==> src/rtl/rxb_pkg.sv <==
package rxb_pkg;

    // buffer geometry
    localparam int         BUF_DEPTH  = 66;
    localparam int         CNT_W      = 7;
    localparam logic [6:0] BUF_FULL_C = 7'h42;
    localparam logic [6:0] BUF_LAST_C = 7'h41;

    // pattern detector geometry
    localparam int         PAT_W      = 64;
    localparam logic [6:0] PAT_FILL_C = 7'h40;

    // pin map field positions: pins 0..3 in map a, pins 4..5 in map b
    localparam int MAP_A_PIN0_POS = 7;
    localparam int MAP_B_PIN4_POS = 7;
    localparam int MAP_FIELD_W    = 2;

    // pin map codes
    localparam logic [1:0] MAP_00 = 2'h0;
    localparam logic [1:0] MAP_01 = 2'h1;
    localparam logic [1:0] MAP_10 = 2'h2;
    localparam logic [1:0] MAP_11 = 2'h3;

    // operating modes, one-hot
    typedef enum logic [3:0] {
        MODE_SLEEP    = 4'h1,
        MODE_STDBY    = 4'h2,
        MODE_SYNTH_ON = 4'h4,
        MODE_RX       = 4'h8
    } rxb_mode_e;

    // status signals from the rest of the chip, same clock
    typedef struct packed {
        logic low_supply_flag;
        logic auto_sequence_flag;
        logic synth_lock_flag;
        logic mode_settled_flag;
        logic reference_clock_out;
        logic rx_timeout;
        logic rssi_above;
        logic receiver_settled;
        logic checksum_good;
        logic payload_done;
    } rxb_status_s;

    // pattern configuration register contents
    typedef struct packed {
        logic        pattern_enable;
        logic [2:0]  pattern_length;
        logic [2:0]  pattern_error_tolerance;
        logic [63:0] pattern_value;
    } rxb_pattern_cfg_s;

endpackage

==> src/rtl/rxb_fifo.sv <==
`timescale 1ns/100ps
`default_nettype none
module rxb_fifo
    import rxb_pkg::*;
(
    input  wire logic             clk,
    input  wire logic             srst,
    input  wire logic             push,
    input  wire logic [7:0]       push_data,
    input  wire logic             pop,
    input  wire logic             clear,
    output logic      [7:0]       rd_data,
    output logic      [CNT_W-1:0] count,
    output logic                  full,
    output logic                  empty
);

    typedef struct packed {
        logic [BUF_DEPTH-1:0][7:0] mem;
        logic [CNT_W-1:0]          wr_ptr;
        logic [CNT_W-1:0]          rd_ptr;
        logic [CNT_W-1:0]          count;
        logic [7:0]                rd_data;
    } rxb_fifo_s;

    rxb_fifo_s st;
    rxb_fifo_s next_st;
    logic      do_push;
    logic      do_pop;

    assign count   = st.count;
    assign rd_data = st.rd_data;
    assign full    = (st.count == BUF_FULL_C);
    assign empty   = (st.count == '0);
    // a push into a full buffer is dropped here; the caller flags it
    assign do_push = push && !full;
    assign do_pop  = pop && !empty;

    // one byte wide storage, 66 entries, clear beats both ports
    always_comb begin
        next_st = st;
        if (clear) begin
            next_st.wr_ptr = '0;
            next_st.rd_ptr = '0;
            next_st.count  = '0;
        end else begin
            if (do_push) begin
                next_st.mem[st.wr_ptr] = push_data;
                next_st.wr_ptr = (st.wr_ptr == BUF_LAST_C) ? '0 :
                                 st.wr_ptr + 7'h01;
            end
            if (do_pop) begin
                next_st.rd_data = st.mem[st.rd_ptr];
                next_st.rd_ptr  = (st.rd_ptr == BUF_LAST_C) ? '0 :
                                  st.rd_ptr + 7'h01;
            end
            if (do_push && !do_pop) begin
                next_st.count = st.count + 7'h01;
            end else if (do_pop && !do_push) begin
                next_st.count = st.count - 7'h01;
            end
        end
    end

    always_ff @(posedge clk) begin
        if (srst) begin
            st <= '0;
        end else begin
            st <= next_st;
        end
    end
endmodule
`default_nettype wire

==> src/rtl/rxb_sync_detect.sv <==
`timescale 1ns/100ps
`default_nettype none
module rxb_sync_detect
    import rxb_pkg::*;
(
    input  wire logic             clk,
    input  wire logic             srst,
    input  wire logic             bit_valid,
    input  wire logic             bit_in,
    input  wire logic             enable,
    input  wire rxb_pattern_cfg_s cfg,
    input  wire logic             clear,
    output logic                  match
);

    typedef struct packed {
        logic [PAT_W-1:0] shreg;
        logic [6:0]       fill;
        logic             match;
    } rxb_sync_s;

    rxb_sync_s        st;
    rxb_sync_s        next_st;
    logic [PAT_W-1:0] new_sh;
    logic [PAT_W-1:0] aligned;
    logic [PAT_W-1:0] mask;
    logic [5:0]       shamt;
    logic [6:0]       need;
    logic [6:0]       errs;
    logic             hit;

    assign match = st.match;

    // first pattern byte sits in the top byte, latest bit at bit 0
    always_comb begin
        new_sh  = {st.shreg[PAT_W-2:0], bit_in};
        shamt   = 6'({3'(3'h7 - cfg.pattern_length), 3'h0});
        aligned = cfg.pattern_value >> shamt;
        mask    = {PAT_W{1'b1}} >> shamt;
        need    = 7'({cfg.pattern_length, 3'h0}) + 7'h08;
        errs    = '0;
        for (int i = 0; i < PAT_W; i++) begin
            errs = errs + 7'((new_sh[i] ^ aligned[i]) & mask[i]);
        end
        hit = (st.fill >= need - 7'h01) &&
              (errs <= 7'(cfg.pattern_error_tolerance));
    end

    // sticky flag; a fresh hit wins over a clear in the same cycle
    always_comb begin
        next_st = st;
        if (clear) begin
            next_st.match = 1'b0;
        end
        if (bit_valid && enable) begin
            next_st.shreg = new_sh;
            if (st.fill != PAT_FILL_C) begin
                next_st.fill = st.fill + 7'h01;
            end
            if (hit) begin
                next_st.match = 1'b1;
            end
        end
        if (!enable) begin
            next_st.fill = '0;
        end
    end

    always_ff @(posedge clk) begin
        if (srst) begin
            st <= '0;
        end else begin
            st <= next_st;
        end
    end
endmodule
`default_nettype wire

==> src/rtl/rxb_core.sv <==
// Behaviour
// - shift demodulated bits into bytes, store bytes
// - buffer holds exactly 66 bytes
// - has-data flag high when any byte stored
// - has-data flag updates on chip select fall
// - full flag high when all entries used
// - byte into full buffer dropped, overrun set
// - level flag switching point is programmable
// - buffer cleared only entering receive; code also clears it on overrun clear
// - burst reads of buffer pop without incrementing
// - detection only when pattern enable set
// - detector compares stream continuously, sets match
// - earliest bit against first byte msb
// - match clears leaving receive or buffer empty
// - pattern length one to eight bytes
// - match tolerates zero to seven bit errors
// - six pins mapped by code, mode, data mode
// - continuous receive pin mapping for pins 0-2
// - packet pin mapping for pins 0 and 1
// - packet data only between settled and done
`timescale 1ns/100ps
`default_nettype none
module rxb_core
    import rxb_pkg::*;
(
    input  wire logic             clk,
    input  wire logic             srst,
    input  wire rxb_mode_e        op_mode,
    input  wire logic             packet_mode,
    input  wire logic             bit_sync_enable,
    input  wire logic             demod_data,
    input  wire logic             demod_bit_clk,
    input  wire logic             chip_select_n,
    input  wire logic             buffer_read_strobe,
    input  wire logic             overrun_clear,
    input  wire logic [6:0]       buffer_level_threshold,
    input  wire rxb_pattern_cfg_s pattern_cfg,
    input  wire logic [7:0]       pin_map_register_a,
    input  wire logic [7:0]       pin_map_register_b,
    input  wire rxb_status_s      status,
    output logic      [7:0]       buffer_read_data,
    output logic                  buffer_has_data_flag,
    output logic                  buffer_full_flag,
    output logic                  buffer_level_flag,
    output logic                  buffer_overrun_flag,
    output logic                  pattern_match_flag,
    output logic      [5:0]       io_pin
);

    typedef struct packed {
        logic       dat_s1;
        logic       dat_s2;
        logic       bck_s1;
        logic       bck_s2;
        logic       bck_s3;
        logic       cs_s1;
        logic       cs_s2;
        logic       cs_s3;
        rxb_mode_e  prev_mode;
        logic [7:0] bit_to_byte_shifter;
        logic [2:0] bit_cnt;
        logic       has_data;
        logic       full;
        logic       level;
        logic       overrun;
        logic       settled_d;
        logic       done_d;
        logic       data_window;
        logic       empty_d;
        logic [5:0] pins;
    } rxb_core_s;

    rxb_core_s        st;
    rxb_core_s        next_st;
    logic             in_rx;
    logic             bit_valid;
    logic             byte_done;
    logic             buf_push;
    logic             buf_clear;
    logic             buf_full;
    logic             buf_empty;
    logic [CNT_W-1:0] buf_count;
    logic             det_enable;
    logic             det_clear;
    logic             match;
    logic [5:0]       pin_val;
    logic [1:0]       code;
    logic             pkt_data;

    assign in_rx     = (op_mode == MODE_RX);
    // rising edge of the synchronised link clock marks a new bit
    assign bit_valid = st.bck_s2 && !st.bck_s3;
    assign byte_done = bit_valid && in_rx && packet_mode &&
                       (st.bit_cnt == 3'h7);
    // bytes reach the buffer once the pattern has been seen
    assign buf_push  = byte_done &&
                       (match || !pattern_cfg.pattern_enable);
    // entering receive from any other mode empties the buffer
    assign buf_clear = (in_rx && st.prev_mode != MODE_RX) ||
                       overrun_clear;
    // continuous mode needs the bit synchroniser for clean bits
    assign det_enable = pattern_cfg.pattern_enable && in_rx &&
                        (packet_mode || bit_sync_enable);
    // clear on the empty transition only: a level clear would drop the
    // match before the first payload byte can land
    assign det_clear  = !in_rx || (buf_empty && !st.empty_d);

    rxb_fifo u_fifo (
        .clk       (clk),
        .srst      (srst),
        .push      (buf_push),
        .push_data ({st.bit_to_byte_shifter[6:0], st.dat_s2}),
        .pop       (buffer_read_strobe),
        .clear     (buf_clear),
        .rd_data   (buffer_read_data),
        .count     (buf_count),
        .full      (buf_full),
        .empty     (buf_empty)
    );

    rxb_sync_detect u_sync (
        .clk       (clk),
        .srst      (srst),
        .bit_valid (bit_valid),
        .bit_in    (st.dat_s2),
        .enable    (det_enable),
        .cfg       (pattern_cfg),
        .clear     (det_clear),
        .match     (match)
    );

    assign buffer_has_data_flag = st.has_data;
    assign buffer_full_flag     = st.full;
    assign buffer_level_flag    = st.level;
    assign buffer_overrun_flag  = st.overrun;
    assign pattern_match_flag   = match;
    assign io_pin               = st.pins;
    // packet data only shown inside the settled..done window
    assign pkt_data = st.dat_s2 && st.data_window;

    // pin mux: code per pin, current mode, continuous or packet
    always_comb begin
        pin_val = '0;
        for (int p = 0; p < 6; p++) begin
            if (p < 4) begin
                code = pin_map_register_a[MAP_A_PIN0_POS - 2*p -:
                                          MAP_FIELD_W];
            end else begin
                code = pin_map_register_b[MAP_B_PIN4_POS - 2*(p-4) -:
                                          MAP_FIELD_W];
            end
            if (!packet_mode) begin
                unique case (p)
                    0: unique case (code)
                        MAP_00: pin_val[p] = in_rx ? match :
                            (op_mode == MODE_SYNTH_ON) &&
                            status.synth_lock_flag;
                        MAP_01: pin_val[p] = in_rx && status.rx_timeout;
                        MAP_10: pin_val[p] = in_rx ? status.rssi_above :
                            status.low_supply_flag;
                        MAP_11: pin_val[p] = status.mode_settled_flag;
                    endcase
                    1: unique case (code)
                        MAP_00: pin_val[p] = in_rx && st.bck_s2;
                        MAP_01: pin_val[p] = in_rx &&
                            status.receiver_settled;
                        MAP_10: pin_val[p] = status.low_supply_flag;
                        MAP_11: pin_val[p] = in_rx ? match :
                            (op_mode == MODE_SYNTH_ON) &&
                            status.synth_lock_flag;
                    endcase
                    2: pin_val[p] = in_rx && st.dat_s2;
                    3: unique case (code)
                        MAP_00: pin_val[p] = in_rx && status.rssi_above;
                        MAP_01: pin_val[p] = in_rx &&
                            status.receiver_settled;
                        MAP_10: pin_val[p] = status.auto_sequence_flag;
                        MAP_11: pin_val[p] = in_rx && status.rx_timeout;
                    endcase
                    4: unique case (code)
                        MAP_00: pin_val[p] = in_rx && status.rx_timeout;
                        MAP_01: pin_val[p] = in_rx &&
                            status.receiver_settled;
                        MAP_10: pin_val[p] = in_rx ? match :
                            status.low_supply_flag;
                        MAP_11: pin_val[p] = (in_rx ||
                            op_mode == MODE_SYNTH_ON) &&
                            status.synth_lock_flag;
                    endcase
                    default: unique case (code)
                        MAP_00: pin_val[p] = (op_mode != MODE_SLEEP) &&
                            status.reference_clock_out;
                        MAP_01: pin_val[p] = in_rx && status.rssi_above;
                        MAP_10: pin_val[p] = status.low_supply_flag;
                        MAP_11: pin_val[p] = status.mode_settled_flag;
                    endcase
                endcase
            end else begin
                unique case (p)
                    0: unique case (code)
                        MAP_00: pin_val[p] = in_rx && status.checksum_good;
                        MAP_01: pin_val[p] = in_rx && status.payload_done;
                        MAP_10: pin_val[p] = in_rx ? match :
                            status.low_supply_flag;
                        MAP_11: pin_val[p] = in_rx ? status.rssi_above :
                            (op_mode == MODE_SYNTH_ON) &&
                            status.synth_lock_flag;
                    endcase
                    1: unique case (code)
                        MAP_00: pin_val[p] = st.level;
                        MAP_01: pin_val[p] = st.full;
                        MAP_10: pin_val[p] = st.has_data;
                        MAP_11: pin_val[p] = in_rx ? status.rx_timeout :
                            (op_mode == MODE_SYNTH_ON) &&
                            status.synth_lock_flag;
                    endcase
                    2: unique case (code)
                        MAP_00: pin_val[p] = st.has_data;
                        MAP_01: pin_val[p] = in_rx && pkt_data;
                        MAP_10: pin_val[p] = status.low_supply_flag;
                        MAP_11: pin_val[p] = status.auto_sequence_flag;
                    endcase
                    3: unique case (code)
                        MAP_00: pin_val[p] = st.full;
                        MAP_01: pin_val[p] = in_rx && status.rssi_above;
                        MAP_10: pin_val[p] = in_rx ? match :
                            status.low_supply_flag;
                        MAP_11: pin_val[p] = (in_rx ||
                            op_mode == MODE_SYNTH_ON) &&
                            status.synth_lock_flag;
                    endcase
                    4: unique case (code)
                        MAP_00: pin_val[p] = in_rx && status.rx_timeout;
                        MAP_01: pin_val[p] = in_rx && status.rssi_above;
                        MAP_10: pin_val[p] = in_rx ?
                            status.receiver_settled :
                            status.low_supply_flag;
                        MAP_11: pin_val[p] = (in_rx ||
                            op_mode == MODE_SYNTH_ON) &&
                            status.synth_lock_flag;
                    endcase
                    default: unique case (code)
                        MAP_00: pin_val[p] = (op_mode != MODE_SLEEP) &&
                            status.reference_clock_out;
                        MAP_01: pin_val[p] = in_rx && pkt_data;
                        MAP_10: pin_val[p] = status.low_supply_flag;
                        MAP_11: pin_val[p] = status.mode_settled_flag;
                    endcase
                endcase
            end
        end
    end

    // synchronisers, shifter, flags and pin registers
    always_comb begin
        next_st        = st;
        next_st.dat_s1 = demod_data;
        next_st.dat_s2 = st.dat_s1;
        next_st.bck_s1 = demod_bit_clk;
        next_st.bck_s2 = st.bck_s1;
        next_st.bck_s3 = st.bck_s2;
        next_st.cs_s1  = chip_select_n;
        next_st.cs_s2  = st.cs_s1;
        next_st.cs_s3  = st.cs_s2;
        next_st.prev_mode = op_mode;
        if (!in_rx) begin
            next_st.bit_cnt = '0;
        end else if (bit_valid) begin
            next_st.bit_to_byte_shifter =
                {st.bit_to_byte_shifter[6:0], st.dat_s2};
            next_st.bit_cnt = st.bit_cnt + 3'h1;
        end
        // idle bus follows the buffer; a frame freezes the view taken
        // at its chip select fall, so a read in flight is finished
        if (st.cs_s2 || st.cs_s3) begin
            next_st.has_data = (buf_count != '0);
        end
        next_st.full  = (buf_count == BUF_FULL_C);
        next_st.level = (buf_count > buffer_level_threshold);
        // set wins over the host clear in the same cycle
        if (overrun_clear) begin
            next_st.overrun = 1'b0;
        end
        if (byte_done && buf_full &&
            (match || !pattern_cfg.pattern_enable)) begin
            next_st.overrun = 1'b1;
        end
        next_st.settled_d = status.receiver_settled;
        next_st.done_d    = status.payload_done;
        next_st.empty_d   = buf_empty;
        if (status.payload_done && !st.done_d) begin
            next_st.data_window = 1'b0;
        end else if (status.receiver_settled && !st.settled_d) begin
            next_st.data_window = 1'b1;
        end
        next_st.pins = pin_val;
    end

    always_ff @(posedge clk) begin
        if (srst) begin
            st <= '{prev_mode: MODE_SLEEP, cs_s1: 1'b1, cs_s2: 1'b1,
                    cs_s3: 1'b1, empty_d: 1'b1, default: '0};
        end else begin
            st <= next_st;
        end
    end
endmodule
`default_nettype wire

==> config.mk <==
export PLATFORM = sky130hd
export DESIGN_NAME = rxb_core
export DESIGN_NICKNAME = d
export VERILOG_FILES = /design/src/rtl/rxb_pkg.sv /design/src/rtl/rxb_fifo.sv /design/src/rtl/rxb_sync_detect.sv /design/src/rtl/rxb_core.sv
export SDC_FILE = /design/constraint.sdc
export NUM_CORES = 2
export LEC_CHECK = 0
export ABC_AREA = 1
export BUFFER_PORTS_ARGS = -buffer_cell sky130_fd_sc_hd__buf_2
export CAP_MARGIN = 15
export CORE_ASPECT_RATIO = 1.75
export CORE_UTILIZATION = 45
export DETAILED_ROUTE_END_ITERATION = 12
export PLACE_DENSITY_LB_ADDON = 0.3
export SYNTH_ARGS = -nofsm -noshare
export SYNTH_HDL_FRONTEND = slang
export SYNTH_SLANG_ARGS = --single-unit
==> constraint.sdc <==
create_clock -name clk -period 10.16 [get_ports clk]
set_clock_uncertainty 0.05 [all_clocks]
set_input_delay 2.032 -clock clk [delete_from_list [all_inputs] [get_ports clk]]
set_output_delay 2.032 -clock clk [all_outputs]
set_load 0.05 [all_outputs]
; ---- Yosys cells after proc, flatten, opt, wreduce, memory -nomap -nowiden
; Index checks and enable logic that the tools add are counted.
[op_classes]
n_reduce_logical = 66
n_mul = 0
n_eq_ne = 27
bitwise = 131
shift = 2
n_div = 0
muxes = 37
add_sub_neg = 72
n_lt_le_gt_ge = 6
[op_table]
columns = op, n
row1 = 528-bit bitwise mux, 1
row2 = 7-bit by 1-bit AND with 7-bit output, 64
row3 = 7-bit adder, 63
row4 = 64-bit by 6-bit right shift with 64-bit output, 1
row5 = 64-bit by 6-bit right shift with 64-bit output (first input constant), 1
row6 = 1-bit bitwise XOR, 64
row7 = 8-bit binary-select mux with 7-bit select, 1
row8 = 8-bit demux with 7-bit select, 1
row9 = 1-bit case mux with 4 select lines, 11
row10 = 1-bit logical AND, 32
row11 = 7-bit by 1-bit adder with 7-bit output (second input constant), 4
row12 = 7-bit two-way mux, 4
row13 = 2-bit == test (second input constant), 12
row14 = 7-bit == test (second input constant), 3
row15 = 1-bit two-way mux, 17
row16 = 7-bit by 8-bit < comparator with 1-bit output (second input constant), 2
row17 = 8-bit two-way mux, 2
row18 = 7-bit by 1-bit subtractor with 7-bit output (second input constant), 2
row19 = 2-bit by 1-bit == test with 1-bit output (second input constant), 6
row20 = 2-bit zero test, 6
row21 = 1-bit zero test, 10
row22 = 2-bit AND reduction, 4
row23 = 2-bit OR reduction, 4
row24 = 6-bit by 4-bit adder with 7-bit output (second input constant), 1
row25 = other kinds (17), 25
[word_totals]
mem_bits_ro = 0
regBits = 664
wordCells = 434
latchBits = 0
mem_bits_rw = 0
output_inout_bits = 19
n_memories = 0

; ---- Logic depth before layout (Yosys ltp)
[logic_depth]
word_depth = 71
ltp_mapped = 31
mapped_depth_nobuf = 30

; ---- Modules after synthesis
; Synthesis repeated with hierarchy kept, for this count alone.
[unflattened]
cells_unflattened = 5334
hier_area_um2 = 36072.1
[modules_own_cells]
columns = mod, cells_each, n_inst, area_per_inst_um2
row1 = rxb_fifo, 4006, 1, 27393.8
row2 = rxb_sync_detect, 1046, 1, 6732.7
row3 = rxb_core, 282, 1, 1945.6

; ---- Worst setup path before layout
; OpenSTA, ideal clock, no wires.
[synth_timing]
path_type = input-to-reg
start = input port pattern_cfg[67] (netlist name)
end = register u_sync.st (netlist bit u_sync.match)
n_path_buf = 3
t_arrival_ns = 8.883
path_stages = 25
slack_ns = 1.156
cell_sequence = clkbuf_1 > clkbuf_1 > clkbuf_1 > o21ai_0 > nand2_1 > o221ai_1 > xor2_1 > fa_1 > fa_1 > fa_1 > inv_1 > fa_1 > fa_1 > fa_1 > fa_1 > fa_1 > ha_1 > fa_1 > xor2_1 > ha_1 > a21oi_1 > o21ai_0 > nand2_1 > nand3_1 > a21oi_1
[synth_via]
elab_chain_cells = 71
[synth_rtl]
columns = element, line_no
row1 = "start, declared", rxb_core.sv:37  ; input wire rxb_pattern_cfg_s pattern_cfg,
row2 = 3-bit subtractor, rxb_sync_detect.sv:37  ; shamt = 6'({3'(3'h7 - cfg.pattern_length), 3'h0});
row3 = 64-bit by 6-bit right shift with 64-bit output, rxb_sync_detect.sv:38  ; aligned = cfg.pattern_value >> shamt;
row4 = 1-bit bitwise XOR, rxb_sync_detect.sv:43  ; errs = errs + 7'((new_sh[i] ^ aligned[i]) & mask[i]);
row5 = 7-bit by 1-bit AND with 7-bit output, rxb_sync_detect.sv:43
row6 = 7-bit adder (63 in a row), rxb_sync_detect.sv:43
row7 = 7-bit by 3-bit less-or-equal comparator with 1-bit output, rxb_sync_detect.sv:46  ; (errs <= 7'(cfg.pattern_error_tolerance));
row8 = 1-bit logical AND (*), rxb_sync_detect.sv:45  ; hit = (st.fill >= need - 7'h01) &&
row9 = 1-bit two-way mux (*), rxb_sync_detect.sv:60  ; if (hit) begin
row10 = 1-bit two-way mux (*), rxb_sync_detect.sv:55  ; if (bit_valid && enable) begin
row11 = "end signal, assigned", rxb_sync_detect.sv:73  ; st <= next_st;
row12 = "end, declared", rxb_sync_detect.sv:22  ; rxb_sync_s st;
; Mark *: on every way between the ends. The rest lies on a longest branch, timed or not.
; A chain may end at the register's enable or synchronous reset.

; ---- Worst setup path after layout
[layout_timing]
start = input port pattern_cfg[68] (netlist name)
end = register u_sync.st (netlist bit u_sync.match)
; Same word-level chain as after synthesis.

==> key figures <==
Outcome
  – Run status: completed

STA
  – Max-slew violation count: 0
  – Count of final setup violators: 0
  – Least-Margin Pin Slew: 1.16 ns
  – Fmax: 109 MHz
  – Fin crit share: 90.6%
  – Relative max-transition margin: 22.5%
  – Unrepaired setup endpoints after global routing: no
  – Fin Setup TNS: 0 ns
  – Tmin final: 9.21 ns
  – Final hold vios: 0

Critical path
  – Reg2reg start: st[35]
  – CP required: 10.59 ns
  – Critical Path End Type: flop
  – Delay-heaviest family, CP: adder cells
  – CP Max Fanout: 17
  – R2r worst-path depth: 22
  – FF-to-FF End: u_sync.match
  – Most used cell, CP: fa_1
  – CP bufs+invs: 6
  – Worst R2R Setup Slack: 2.79 ns
  – Startpoint Class: input port
  – Arr. time, crit path: 9.64 ns
  – Critical path class: input port to flop
  – CP Capture Point: u_sync.match
  – Critical-path top delay cell: fa_1
  – CP max stage delay: 0.55 ns
  – CP Depth: 28
  – Worst Setup SP: pattern_cfg[68]

Logic synthesis
  – Area of the mapped netlist: 34700 um2
  – Top FF cell, synth: dfxtp_1
  – Synth Area in XOR/XNOR: 0.505%
  – Synth Area in Simple Gates: 23.1%
  – Mean Syn Cell Area: 6.87 um2
  – Synth Area in Adders: 4.69%
  – Mux contribution to synthesized area: 0.0288%
  – Ys Warns: 0
  – Synth Area in Compound Gates: 22.2%
  – Post-synthesis cell count: 5053
  – Syn nets: 5267
  – Register area share after synthesis: 38.3%
  – Yosys reg bits: 664
  – FFs w/ async S/R, synth: 0%
  – Post-synth EDFFs: 0
  – Main combinational cell family by area after synthesis: simple AND/OR/NAND/NOR gates
  – Distinct cells, synth: 57

Clocking
  – Resized cells post-CTS: 0
  – CTS tree: done
  – Clock buffer count from CTS: 59
  – Post CTS Setup Buffer Count: 0
  – Worst-path clk slew: 0.07 ns
  – Sink Count: 664
  – Root Driver: clkbuf_16
  – Longest Clk Path Bufs: 3
  – Clk_lat worst skew: 0.64 ns
  – H-tree depth: 2
  – # hold bufs at CTS: 0

Global route
  – Initial antenna violation count: 1
  – Largest net degree at the start of global routing: 247
  – Vias in the first global route: 30100
  – Gr usage total: 27.6%
  – First-pass GRT wire length: 169 mm
  – GRT overflow: 0

Detailed routing
  – Via-to-Cell Ratio: 5.35
  – Routed Antenna Nets: 0
  – Metal-1 WL: 41.1 mm
  – DR WL/cell: 18.1 um
  – Number of detailed-route iterations in the first pass: 6
  – Total wire length: 109 mm
  – Met2 wire length: 55.6 mm
  – Top Metal Used: met4
  – Via Count: 32300
  – DRT iter0 DRCs: 2517
  – Met3 Routed Length: 4.70 mm
  – Post-route DRC violation count: 0

Die
  – Floorplan row count: 134
  – Die width: 212 um
  – Initial Util: 45.5%
  – Core area: 76300 um2
  – Die height: 369 um
  – IO Pins: 136
  – Die area: 78300 um2

Finish
  – Non-filler cells, final: 6028
  – Final core occ: 49.3%
  – Fin nets: 5174
  – Fill count: 7712
  – P&R area growth vs syn: 8.38%
  – Most common cell after layout, fill and taps aside: nand2_1
  – Finished layout cell area: 37600 um2
  – Layout cell share with drive strength beyond 1: 9.31%
  – Most frequent cells in the layout: nand2_1, a21oi_1, dfxtp_1, o21ai_0, inv_1

Place
  – DP Cell Count: 5919
  – GPL Wtd Cong: 0.957
  – Post-DP HPWL: 72.5 mm
  – Port Buffers: 131
  – Placed Area: 35600 um2

Pwr
  – VDD IR max: 349 uV
  – Cell area power density: 182 nW/um2
  – Leak: 0.0153 uW

Flow run
  – Maxcap violations: 0

Min path
  – Worst Hold Class: flop to flop
  – Hold wc startpoint: next_st[33]
power by group:
part	switching (uW)	internal [uW]
combinational	1090	803
sequential	2.12	2610
clock	1040	1320
kinds of logic after synthesis:
family          Yosys count
simple gates           1840
xor+xnor                 20
fa+ha+maj                97
buf+inv                 948
flops                   664
compound gates         1483
mux                       1
sequential cells by signal (all words and copies together), names as in the netlist, 5 cells and up:
register        cells
u_fifo.st         542
io_pin              6
u_fifo.count        7
st                 21
u_sync.new_sh      63
u_fifo.rd_data      8
u_sync.st           7
next_st             5
tightest hold or removal path, delay by kind of cell, from the launching register on:
| kind | cells | cell delay, ns |
|---|---|---|
| AND/OR/NAND/NOR | 1 | 0.03 |
| buffers and inverters | 1 | 0.04 |
| flip-flops | 1 | 0.30 |
worst min-delay path by stage:
stage	endpoint	cells past startpoint
after detailed placement	next_st[29]	1
final	next_st[32]	2
after global routing	next_st[32]	2
after floorplan	next_st[32]	2
after CTS	next_st[29]	1
after global placement	next_st[32]	2
final cells by class:
cell class | count | area (um2) | share of cell area (%)
clock buffer | 82 | 1780 | 4.72
antenna | 2 | 5.00 | 0.0133
timing repair buffer | 193 | 1170 | 3.12
clock inverter | 25 | 243 | 0.645
sequential | 664 | 13300 | 35.4
inverter | 601 | 2280 | 6.06
multi-input combinational | 3441 | 17500 | 46.7
tap | 1020 | 1280 | 3.39
stage by stage:
step | hold slack (ns) | total power, uW | setup slack, ns
2_1_floorplan | 0.338 | 4140 | 1.16
5_1_grt | 0.373 | 7330 | 0.631
3_3_place_gp | 0.340 | 4600 | 0.344
3_5_place_dp | 0.345 | 4600 | 0.336
4_1_cts | 0.361 | 6960 | 0.985
6_report | 0.360 | 6860 | 0.953
synth_stat cells (4+ instances only):
cell type	count	area [um2]
nor2_2	12	75.1
ha_1	42	526
fa_1	55	1100
clkinv_1	6	22.5
or2_2	92	576
a21oi_1	722	3610
inv_1	582	2180
nand3_1	243	1220
o211ai_1	36	270
inv_2	11	41.3
o21ai_0	653	3270
nand4_1	8	50.1
buf_2	65	325
clkbuf_1	227	852
nand3_2	7	70.1
nor3_1	46	230
buf_6	14	158
or2_0	26	163
o22ai_1	12	75.1
nand2_2	6	37.5
a31oi_1	5	31.3
o21bai_1	4	30.0
a21o_1	5	37.5
buf_1	14	52.6
a211oi_1	19	143
a221o_1	5	50.1
nand4_4	14	298
nand2_1	1077	4040
buf_4	25	188
nor2_1	295	1110
xor2_1	17	149
o221ai_1	7	61.3
dfxtp_1	664	13300
layer usage:
metal / global-route usage (%) / vias up
li1: - / 16200
met1: 30.3 / 14800
met2: 49.7 / 975
met3: 2.80 / 285
met4: 18.4 / 0
met5: 0 / -
No activity file was read; power rests on OpenSTA's default activity.
